===== config.mk =====
export PLATFORM = sky130hd
export DESIGN_NAME = alm_top
export DESIGN_NICKNAME = d
export VERILOG_FILES = /design/src/design/alm_pkg.sv /design/src/design/alm_top.sv /design/src/design/alm_peak.sv
export SDC_FILE = /design/constraint.sdc
export NUM_CORES = 1
export LEC_CHECK = 0
export BUFFER_PORTS_ARGS = -buffer_cell sky130_fd_sc_hd__buf_2
export CORE_MARGIN = 5
export CORE_UTILIZATION = 45
export CTS_BUF_LIST = sky130_fd_sc_hd__clkbuf_4
export CTS_CLUSTER_DIAMETER = 50
export CTS_CLUSTER_SIZE = 10
export DETAILED_ROUTE_END_ITERATION = 8
export PLACE_DENSITY = 0.66
export SLEW_MARGIN = 20
export SYNTH_ARGS = -nofsm -noshare
export SYNTH_HDL_FRONTEND = slang
export SYNTH_HIERARCHICAL = 1
export SYNTH_SLANG_ARGS = --single-unit

===== constraint.sdc =====
create_clock -name clock_in -period 3.6 [get_ports clock_in]
set_clock_uncertainty 0.2 [all_clocks]
set_input_delay 0.36 -clock clock_in [delete_from_list [all_inputs] [get_ports clock_in]]
set_output_delay 0.36 -clock clock_in [all_outputs]
set_load 0.02 [all_outputs]

===== src/design/alm_pkg.sv =====
// constants shared by the converter level monitor
// assumes one converter output clock and a plain byte register port
// Notes on behaviour
// (RULE_01) compare magnitude with 13-bit lower threshold
// (RULE_02) compare magnitude with 13-bit upper threshold
// (RULE_03) fast detect works only when enabled
// (RULE_04) 16-bit dwell count before output clears
// (RULE_05) any sample above lower reloads dwell
// (RULE_06) monitor sync uses next reference edge only
// (RULE_07) sync bit clears itself on that edge
// (RULE_08) software enables reference input before syncing
// (RULE_09) peak detector runs only when enabled
// (RULE_10) 24-bit period, low byte resets 0x80
// (RULE_11) period bit zero is ignored
// (RULE_12) peak restarts at each new period
// (RULE_13) update bit copies result, self clears
// (RULE_14) selection code 001 picks peak detector
// (RULE_15) 20-bit result over three read registers
package alm_pkg;
    // ****************************************
    // register offsets
    // ****************************************
    localparam logic [11:0] ALM_UPPER_LOW     = 12'h247;
    localparam logic [11:0] ALM_UPPER_HIGH    = 12'h248;
    localparam logic [11:0] ALM_LOWER_LOW     = 12'h249;
    localparam logic [11:0] ALM_LOWER_HIGH    = 12'h24a;
    localparam logic [11:0] ALM_DWELL_LOW     = 12'h24b;
    localparam logic [11:0] ALM_DWELL_HIGH    = 12'h24c;
    localparam logic [11:0] ALM_FD_CONTROL    = 12'h245;
    localparam logic [11:0] ALM_SYNC_CONTROL  = 12'h26f;
    localparam logic [11:0] ALM_MON_CONTROL   = 12'h270;
    localparam logic [11:0] ALM_PERIOD_0      = 12'h271;
    localparam logic [11:0] ALM_PERIOD_1      = 12'h272;
    localparam logic [11:0] ALM_PERIOD_2      = 12'h273;
    localparam logic [11:0] ALM_RESULT_CTRL   = 12'h274;
    localparam logic [11:0] ALM_RESULT_0      = 12'h275;
    localparam logic [11:0] ALM_RESULT_1      = 12'h276;
    localparam logic [11:0] ALM_RESULT_2      = 12'h277;
    // ****************************************
    // field positions and reset values
    // ****************************************
    localparam int          ALM_FD_EN_BIT     = 0;
    localparam int          ALM_SYNC_BIT      = 0;
    localparam int          ALM_PEAK_EN_BIT   = 1;
    localparam int          ALM_UPDATE_BIT    = 4;
    localparam logic [7:0]  ALM_PERIOD0_RST   = 8'h80;
    localparam logic [2:0]  ALM_SEL_PEAK      = 3'h1;
    localparam int          ALM_THR_W         = 13;
    localparam int          ALM_DWELL_W       = 16;
    localparam int          ALM_PERIOD_W      = 24;
    localparam int          ALM_RESULT_W      = 20;
endpackage


===== src/design/alm_top.sv =====
// level monitor for one converter channel: fast detect and peak monitor
// assumes magnitude arrives on clock_in; sysref arrives asynchronously
//
// Strobed register access was chosen for this implementation.
`timescale 1ns/10ps
module alm_top
    import alm_pkg::*;
#(
    parameter int MAG_W = ALM_THR_W
) (
    // clock and reset
    input  wire logic             clock_in,
    input  wire logic             rst_n_in,
    // converter data
    input  wire logic [MAG_W-1:0] mag_in,
    input  wire logic             sysref_in,
    // register port
    input  wire logic [11:0]      addr_in,
    input  wire logic [7:0]       wdata_in,
    input  wire logic             wr_in,
    input  wire logic             rd_in,
    output logic      [7:0]       rdata_out,
    // fast detect pin
    output logic                  fast_detect_out
);
    // ****************************************
    // register storage
    // ****************************************
    logic [ALM_THR_W-1:0]    upper_r;    // upper threshold
    logic [ALM_THR_W-1:0]    lower_r;    // lower threshold
    logic [ALM_DWELL_W-1:0]  dwell_r;    // dwell target
    logic                    fd_en_r;    // fast detect enable
    logic                    sync_r;     // waiting for reference edge
    logic                    peak_en_r;  // peak detector enable
    logic [ALM_PERIOD_W-1:0] period_r;   // measurement period
    logic [2:0]              sel_r;      // result selection
    logic [ALM_RESULT_W-1:0] result_r;   // latched status
    logic [ALM_RESULT_W-1:0] peak_w;     // live peak from tracker
    logic [ALM_DWELL_W-1:0]  dcount_r;   // dwell countdown
    logic [2:0]              ref_r;      // sync chain plus edge stage
    logic                    ref_edge;
    logic                    align;
    logic                    upd;

    assign upd = wr_in && (addr_in == ALM_RESULT_CTRL)
                 && wdata_in[ALM_UPDATE_BIT];

    // ****************************************
    // reference edge detect
    // ****************************************
    // two flops before use; the third only feeds the edge compare
    always_ff @(posedge clock_in or negedge rst_n_in) begin
        if (!rst_n_in) begin
            ref_r <= 3'h0;
        end else begin
            ref_r <= {ref_r[1:0], sysref_in};
        end
    end
    assign ref_edge = ref_r[1] && !ref_r[2];
    // only the first edge after arming aligns; later ones are ignored
    assign align = ref_edge && sync_r; // RULE_06 RULE_08

    // ****************************************
    // register writes
    // ****************************************
    // plain storage registers
    always_ff @(posedge clock_in or negedge rst_n_in) begin
        if (!rst_n_in) begin
            upper_r   <= '0;
            lower_r   <= '0;
            dwell_r   <= '0;
            fd_en_r   <= 1'b0;
            peak_en_r <= 1'b0;
            period_r  <= {16'h0000, ALM_PERIOD0_RST}; // RULE_10
            sel_r     <= ALM_SEL_PEAK; // RULE_14
        end else if (wr_in) begin
            case (addr_in)
                ALM_UPPER_LOW:   upper_r[7:0]  <= wdata_in; // RULE_02
                ALM_UPPER_HIGH:  upper_r[12:8] <= wdata_in[4:0];
                ALM_LOWER_LOW:   lower_r[7:0]  <= wdata_in; // RULE_01
                ALM_LOWER_HIGH:  lower_r[12:8] <= wdata_in[4:0];
                ALM_DWELL_LOW:   dwell_r[7:0]  <= wdata_in; // RULE_04
                ALM_DWELL_HIGH:  dwell_r[15:8] <= wdata_in;
                ALM_FD_CONTROL:  fd_en_r <= wdata_in[ALM_FD_EN_BIT];
                ALM_MON_CONTROL: peak_en_r <= wdata_in[ALM_PEAK_EN_BIT];
                ALM_PERIOD_0:    period_r[7:0]   <= wdata_in; // RULE_10
                ALM_PERIOD_1:    period_r[15:8]  <= wdata_in;
                ALM_PERIOD_2:    period_r[23:16] <= wdata_in;
                ALM_RESULT_CTRL: sel_r <= wdata_in[2:0]; // RULE_14
                default: begin
                end
            endcase
        end
    end

    // sync bit: a same-cycle write wins, so a fresh arm is never lost
    always_ff @(posedge clock_in or negedge rst_n_in) begin
        if (!rst_n_in) begin
            sync_r <= 1'b0;
        end else if (wr_in && addr_in == ALM_SYNC_CONTROL) begin
            sync_r <= wdata_in[ALM_SYNC_BIT];
        end else if (align) begin
            sync_r <= 1'b0; // RULE_07
        end
    end

    // ****************************************
    // peak tracker
    // ****************************************
    alm_peak #(
        .MAG_W (MAG_W)
    ) u_peak (
        .clock_in  (clock_in),
        .rst_n_in  (rst_n_in),
        .enable_in (peak_en_r),
        .period_in (period_r),
        .align_in  (align),
        .mag_in    (mag_in),
        .peak_out  (peak_w)
    );

    // status latch; unsupported selections latch zero
    always_ff @(posedge clock_in or negedge rst_n_in) begin
        if (!rst_n_in) begin
            result_r <= '0;
        end else if (upd) begin
            result_r <= (sel_r == ALM_SEL_PEAK) ? peak_w : '0; // RULE_13
        end
    end

    // ****************************************
    // fast detect
    // ****************************************
    // set above upper; clear after an unbroken dwell below lower
    always_ff @(posedge clock_in or negedge rst_n_in) begin
        if (!rst_n_in) begin
            dcount_r        <= '0;
            fast_detect_out <= 1'b0;
        end else if (!fd_en_r) begin
            dcount_r        <= dwell_r; // RULE_03
            fast_detect_out <= 1'b0;
        end else if (ALM_THR_W'(mag_in) > upper_r) begin
            dcount_r        <= dwell_r; // RULE_02
            fast_detect_out <= 1'b1;
        end else if (ALM_THR_W'(mag_in) >= lower_r) begin
            dcount_r <= dwell_r; // RULE_05
        end else if (dcount_r == '0) begin
            fast_detect_out <= 1'b0; // RULE_01 RULE_04
        end else begin
            dcount_r <= dcount_r - 16'h0001;
        end
    end

    // ****************************************
    // read port
    // ****************************************
    // data one cycle after the strobe; update bit reads zero
    always_ff @(posedge clock_in or negedge rst_n_in) begin
        if (!rst_n_in) begin
            rdata_out <= 8'h00;
        end else if (rd_in) begin
            case (addr_in)
                ALM_UPPER_LOW:    rdata_out <= upper_r[7:0];
                ALM_UPPER_HIGH:   rdata_out <= {3'h0, upper_r[12:8]};
                ALM_LOWER_LOW:    rdata_out <= lower_r[7:0];
                ALM_LOWER_HIGH:   rdata_out <= {3'h0, lower_r[12:8]};
                ALM_DWELL_LOW:    rdata_out <= dwell_r[7:0];
                ALM_DWELL_HIGH:   rdata_out <= dwell_r[15:8];
                ALM_FD_CONTROL:   rdata_out <= {7'h00, fd_en_r};
                ALM_SYNC_CONTROL: rdata_out <= {7'h00, sync_r};
                ALM_MON_CONTROL:  rdata_out <= {6'h00, peak_en_r, 1'b0};
                ALM_PERIOD_0:     rdata_out <= period_r[7:0];
                ALM_PERIOD_1:     rdata_out <= period_r[15:8];
                ALM_PERIOD_2:     rdata_out <= period_r[23:16];
                ALM_RESULT_CTRL:  rdata_out <= {5'h00, sel_r};
                ALM_RESULT_0:     rdata_out <= result_r[7:0]; // RULE_15
                ALM_RESULT_1:     rdata_out <= result_r[15:8];
                ALM_RESULT_2:     rdata_out <= {4'h0, result_r[19:16]};
                default:          rdata_out <= 8'h00;
            endcase
        end else begin
            rdata_out <= 8'h00;
        end
    end

    // ****************************************
    // checks
    // ****************************************
    a_fd_set_high: assert property (@(posedge clock_in) disable iff (!rst_n_in)
        fd_en_r && ALM_THR_W'(mag_in) > upper_r |=> fast_detect_out) // RULE_02
        else $error("fast detect not set above upper threshold");
    a_fd_disabled: assert property (@(posedge clock_in) disable iff (!rst_n_in)
        !fd_en_r |=> !fast_detect_out) // RULE_03
        else $error("fast detect active while disabled");
    a_fd_hold_above: assert property (@(posedge clock_in)
        disable iff (!rst_n_in)
        fd_en_r && fast_detect_out && ALM_THR_W'(mag_in) >= lower_r
        |=> fast_detect_out) // RULE_05
        else $error("fast detect cleared while above lower");
    a_fd_no_early: assert property (@(posedge clock_in) disable iff (!rst_n_in)
        $fell(fast_detect_out) && $past(fd_en_r) |-> $past(dcount_r) == '0)
        // RULE_04
        else $error("fast detect cleared before dwell ran out");
    a_fd_dwell_low: assert property (@(posedge clock_in)
        disable iff (!rst_n_in)
        fd_en_r && ALM_THR_W'(mag_in) < lower_r && dcount_r == '0
        |=> !fast_detect_out) // RULE_01
        else $error("fast detect not cleared after dwell");
    a_sync_self_clr: assert property (@(posedge clock_in)
        disable iff (!rst_n_in)
        sync_r && ref_edge && !(wr_in && addr_in == ALM_SYNC_CONTROL)
        |=> !sync_r) // RULE_07
        else $error("sync bit did not clear on reference edge");
    a_sync_one_edge: assert property (@(posedge clock_in)
        disable iff (!rst_n_in)
        !sync_r && ref_edge && peak_en_r && u_peak.count_r > 24'h000001
        |=> u_peak.count_r == $past(u_peak.count_r) - 24'h000001) // RULE_06
        else $error("unarmed reference edge restarted the period");
    a_update_copy: assert property (@(posedge clock_in) disable iff (!rst_n_in)
        upd && sel_r == ALM_SEL_PEAK |=> result_r == $past(peak_w)) // RULE_13
        else $error("update did not copy peak result");
    a_result_read: assert property (@(posedge clock_in)
        disable iff (!rst_n_in)
        rd_in && addr_in == ALM_RESULT_2 |=> rdata_out[7:4] == 4'h0)
        // RULE_15
        else $error("result top byte upper nibble not zero");
    a_period_even: assert property (@(posedge clock_in)
        disable iff (!rst_n_in)
        u_peak.count_r[0] == 1'b0 || !$past(peak_en_r) ||
        $past(u_peak.wrap) == 1'b0) // RULE_11
        else $error("reloaded period is odd");
    a_peak_off: assert property (@(posedge clock_in) disable iff (!rst_n_in)
        !peak_en_r |=> u_peak.run_r == '0) // RULE_09
        else $error("peak tracked while disabled");
    a_peak_grows: assert property (@(posedge clock_in) disable iff (!rst_n_in)
        peak_en_r && !u_peak.wrap && mag_in > u_peak.run_r
        |=> u_peak.run_r == $past(mag_in)) // RULE_12
        else $error("peak missed larger sample");
    a_select_reset: assert property (@(posedge clock_in)
        $rose(rst_n_in) |-> sel_r == ALM_SEL_PEAK
        && period_r[7:0] == ALM_PERIOD0_RST)
        // RULE_10 RULE_14
        else $error("bad reset value");
    c_fd_rise: cover property (@(posedge clock_in) disable iff (!rst_n_in)
        $rose(fast_detect_out));
    c_fd_fall: cover property (@(posedge clock_in) disable iff (!rst_n_in)
        $fell(fast_detect_out));
    c_sync_align: cover property (@(posedge clock_in) disable iff (!rst_n_in)
        align);
    c_update: cover property (@(posedge clock_in) disable iff (!rst_n_in)
        upd && peak_w != '0);
endmodule


===== src/design/alm_peak.sv =====
// peak tracker over a programmed period of output clocks
// assumes magnitude and controls come from the same clock domain
`timescale 1ns/10ps
module alm_peak
    import alm_pkg::*;
#(
    parameter int MAG_W = 13
) (
    // clock and reset
    input  wire logic                    clock_in,
    input  wire logic                    rst_n_in,
    // controls
    input  wire logic                    enable_in,
    input  wire logic [ALM_PERIOD_W-1:0] period_in,
    input  wire logic                    align_in,
    input  wire logic [MAG_W-1:0]        mag_in,
    // result of the last finished period
    output logic      [ALM_RESULT_W-1:0] peak_out
);
    // ****************************************
    // period counter and running peak
    // ****************************************
    logic [ALM_PERIOD_W-1:0] count_r;   // cycles left in the period
    logic [MAG_W-1:0]        run_r;     // largest seen this period
    logic [ALM_PERIOD_W-1:0] even_per;  // bit zero dropped
    logic                    wrap;

    assign even_per = {period_in[ALM_PERIOD_W-1:1], 1'b0}; // RULE_11
    assign wrap = (count_r <= 24'h000001) | align_in;

    // count down; an alignment edge restarts the period at once
    always_ff @(posedge clock_in or negedge rst_n_in) begin
        if (!rst_n_in) begin
            count_r <= 24'h000000;
        end else if (!enable_in) begin
            count_r <= 24'h000000; // RULE_09
        end else if (wrap) begin
            count_r <= even_per;
        end else begin
            count_r <= count_r - 24'h000001;
        end
    end

    // running maximum, restarted with the current sample at a wrap
    always_ff @(posedge clock_in or negedge rst_n_in) begin
        if (!rst_n_in) begin
            run_r    <= '0;
            peak_out <= '0;
        end else if (!enable_in) begin
            run_r <= '0; // RULE_09
        end else if (wrap) begin
            peak_out <= ALM_RESULT_W'((mag_in > run_r) ? mag_in : run_r);
            run_r    <= mag_in; // RULE_12
        end else if (mag_in > run_r) begin
            run_r <= mag_in; // RULE_12
        end
    end

    c_peak_wrap: cover property (@(posedge clock_in) disable iff (!rst_n_in)
        enable_in && wrap && !align_in);
endmodule


==> results.yml <==
worst_hold_path:
  min_path_type: "input pin to flop"
timing:
  relSlewSlack_pct: 37.0
  setup_viol: 0
  max_clock_freq_ghz: 0.324
  finalSetupTns_ps: 0
  rsz0062_at_grt: "no"
  setup_ws_ps: 516
  worst_slew_pin_slew_ps: 942
  finalMaxSlewViolations: 0
  hold_viol: 0
  period_minus_slack_ps: 3080
  timing.final.crit_share_pct: 85.7
worst_setup_path:
  path_max_fanout: 6
  critical_path_class: "input pin to flop"
  endpoint_kind: "flop"
  crit_required_ps: 3860
  cp.arrival_ps: 3340
  worstSetupStartpointType: "input pin"
finish:
  synthToLayoutAreaGrowth_pct: 10.9
  seq_area_um2: 4260
  n_fill_cell: 1858
  layout-drive-gt1-share_pct: 20.0
  nets: 1070
  multi_input_area_um2: 4670
  final_common_cell: "dfrtp_1"
  most-common-layout-cells: "168 x dfrtp_1, 133 x nand2_1, 82 x o21ai_0, 73 x mux2_2, 49 x inv_1"
logic_synthesis:
  yosysWarnings: 6
  synth_seq_cells: 170
  ys_seq_area_share_pct: 45.6
  synth_top_family_by_area: "simple AND/OR/NAND/NOR gates"
  synth_mux_area_share_pct: 11.9
  synth-xor-area-share_pct: 3.19
  synthTopCellsByArea: "dfrtp_1 45%, mux2_2 8.8%, ha_1 5.8%"
  synth_fa_ha_area_share_pct: 5.76
  synth_simple_gate_area_share_pct: 16.2
  syn_area_per_cell_um2: 10.1
  ys.flop_type: "dfrtp_1"
  async_flop_share_pct: 100
  synth_top_area_share_pct: 45.0
  yosysTopAreaCell: "dfrtp_1"
  synthCells: 925
  synth_compound_area_share_pct: 12.5
  synth_cell_types: 74
  synth_edf_count: 0
  synth_area_um2: 9340
floorplanning:
  die_height_um: 154
  die-width_um: 154
  start_util_pct: 45.9
  coreArea_um2: 20400
  dieArea_um2: 23700
  rows: 52
  ioPinCount: 47
detailed_routing:
  drt_iter0_drc: 613
  route.detailed.drc: 0
  antenna_left: 0
  viasPerCell: 5.72
  vias: 7286
  drt_wl_total_um: 25000
  dr.pass1.iters: 5
  wire_per_inst_um: 19.6
clocking:
  cts-buffers-inserted: 17
  cts_root_buf: "clkbuf_4"
  cts_buffer_depth: 2
  cts_htree_levels: 4
  path_clk_slew_ps: 140
  numClockSinks: 170
  clk_latency_ps: 570
  tritoncts: "done"
  cts_resized: 0
pwr:
  p_comb_share_pct: 8.8
  power_leakage_uw: 0.00485
  p_per_area_nw_per_um2: 322
  finalPower_uw: 3330
  clockPowerShare_pct: 33.1
  p_seq_share_pct: 58.2
  intPower_uw: 2440
  sw_frac_of_total_pct: 26.8
  power_switching_uw: 893
  peakVddDrop_mv: 0.183
placement:
  port_buffers: 46
  gp_congestion: 0.952
  dp_hpwl_um: 18200
  preCtsSetupSlack_ps: 521
status:
  status: "finished clean"
global_route:
  grt_pass1_vias: 7163
  grt_max_degree: 89
  overflow: 0
  grt_usage_pct: 21.5
  grt_antenna_before_repair: 1
  grt_first_pass_wirelength_um: 40400
job:
  cap_violations: 0
==> cells by family after synthesis <==
kind of cell | after synthesis
AOI/OAI and AO/OA | 189
xor gates and xnor gates | 34
buffers and inverters | 100
adders and majority gates | 43
muxes | 97
other | 1
and+or+nand+nor | 291
DFF | 170
==> synth_stat cells, drive strengths merged, types with 6 or more instances <==
cell and instances:
o41ai 10, or4 6, mux2 73, nor4 17, a22oi 12, nand2 133, a221oi 7, nand3b 13
nand4 9, nor2 45, buf 25, dfrtp 168, a22o 7, xnor2 19, nor3 21, a31oi 21
or3 7, clkbuf 26, xor2 15, ha 43, a21oi 20, inv 49, nand3 14, mux2i 20
o21ai 93
==> final timing paths <==
| kind | start | end | slack, ps | cells past startpoint |
|---|---|---|---|---|
| setup / recovery | mag_in[8] | dcount_r[11]$_DFFE_PN0P_ | 520 | 10 |
| hold / removal | addr_in[8] | rdata_out[1]$_DFF_PN0_ | 60 | 4 |
| setup reg to reg | lower_r[8]$_DFFE_PN0P_ | dcount_r[11]$_DFFE_PN0P_ | 590 | 9 |
| hold reg to reg | ref_r[0]$_DFF_PN0_ | ref_r[1]$_DFF_PN0_ | 180 | 0 |
| max in group asynchronous | rst_n_in | period_r[22]$_DFFE_PN0P_ | 2080 | 3 |
| min in group asynchronous | rst_n_in | u_peak/count_r[18]$_DFF_PN0_ | 220 | 2 |
==> state kept, by name, summed over array words and instances, names as in the netlist <==
name and count:
dcount_r 16, dwell_r 16, fast_detect_out 1, fd_en_r 1, lower_r 13, peak_en_r 1
period_r 24, rdata_out 8, ref_r 3, result_r 20, sel_r 3, sync_r 1
u_peak/count_r 24, u_peak/peak_out 13, u_peak/run_r 13, upper_r 13
==> per-layer routing <==
layer / GRT usage, % / wire (µm)
met4: 7.40 / 635
met1: 31.4 / 11700
met5: 0 / 0
met2: 32.7 / 11300
met3: 3.32 / 1360
==> critical path, cell delays in order <==
cell           delay [ps]
dlygate4sd3_1         540
buf_2                 180
ha_1                  350
a21oi_1               160
a31oi_1               100
a2111oi_0             460
buf_4                 200
o211ai_1              110
nor2_1                480
mux2_2                400
==> cell type report <==
type                    instances  share of cell area (%)
multi-input cells             661                    45.0
clock buffers                  17                    1.23
clock inverters                15                    1.41
diodes                          1                  0.0241
repair buffers                 90                    6.17
flip-flops and latches        170                    41.1
well taps                     270                    3.26
inverters                      49                    1.77
==> per-stage QoR <==
stage               hold slack, ps  std cells  area (µm²)  util [%]
floorplan                     -136        931        9360         -
global placement               136       1216        9850      48.3
detailed placement             154       1216        9850      48.3
CTS                           14.5       1272       10400      50.9
global route                  29.1       1273       10400      50.9
finish                        60.6       1273       10400      50.9
==> repair_timing <==
action	in CTS	in global routing
hold endpoints to repair	141	0
hold buffers	24	0
buffers inserted	0	0
==> power by group through the flow <==
stage,Clock (µW),Combinational [µW],Sequential [µW]
2_1_floorplan,0,139,1970
3_3_place_gp,0,269,1970
3_5_place_dp,0,271,1970
4_1_cts,1140,292,1940
5_1_grt,1210,324,1940
6_report,1100,292,1940
Power figures use the tool's default switching activity.
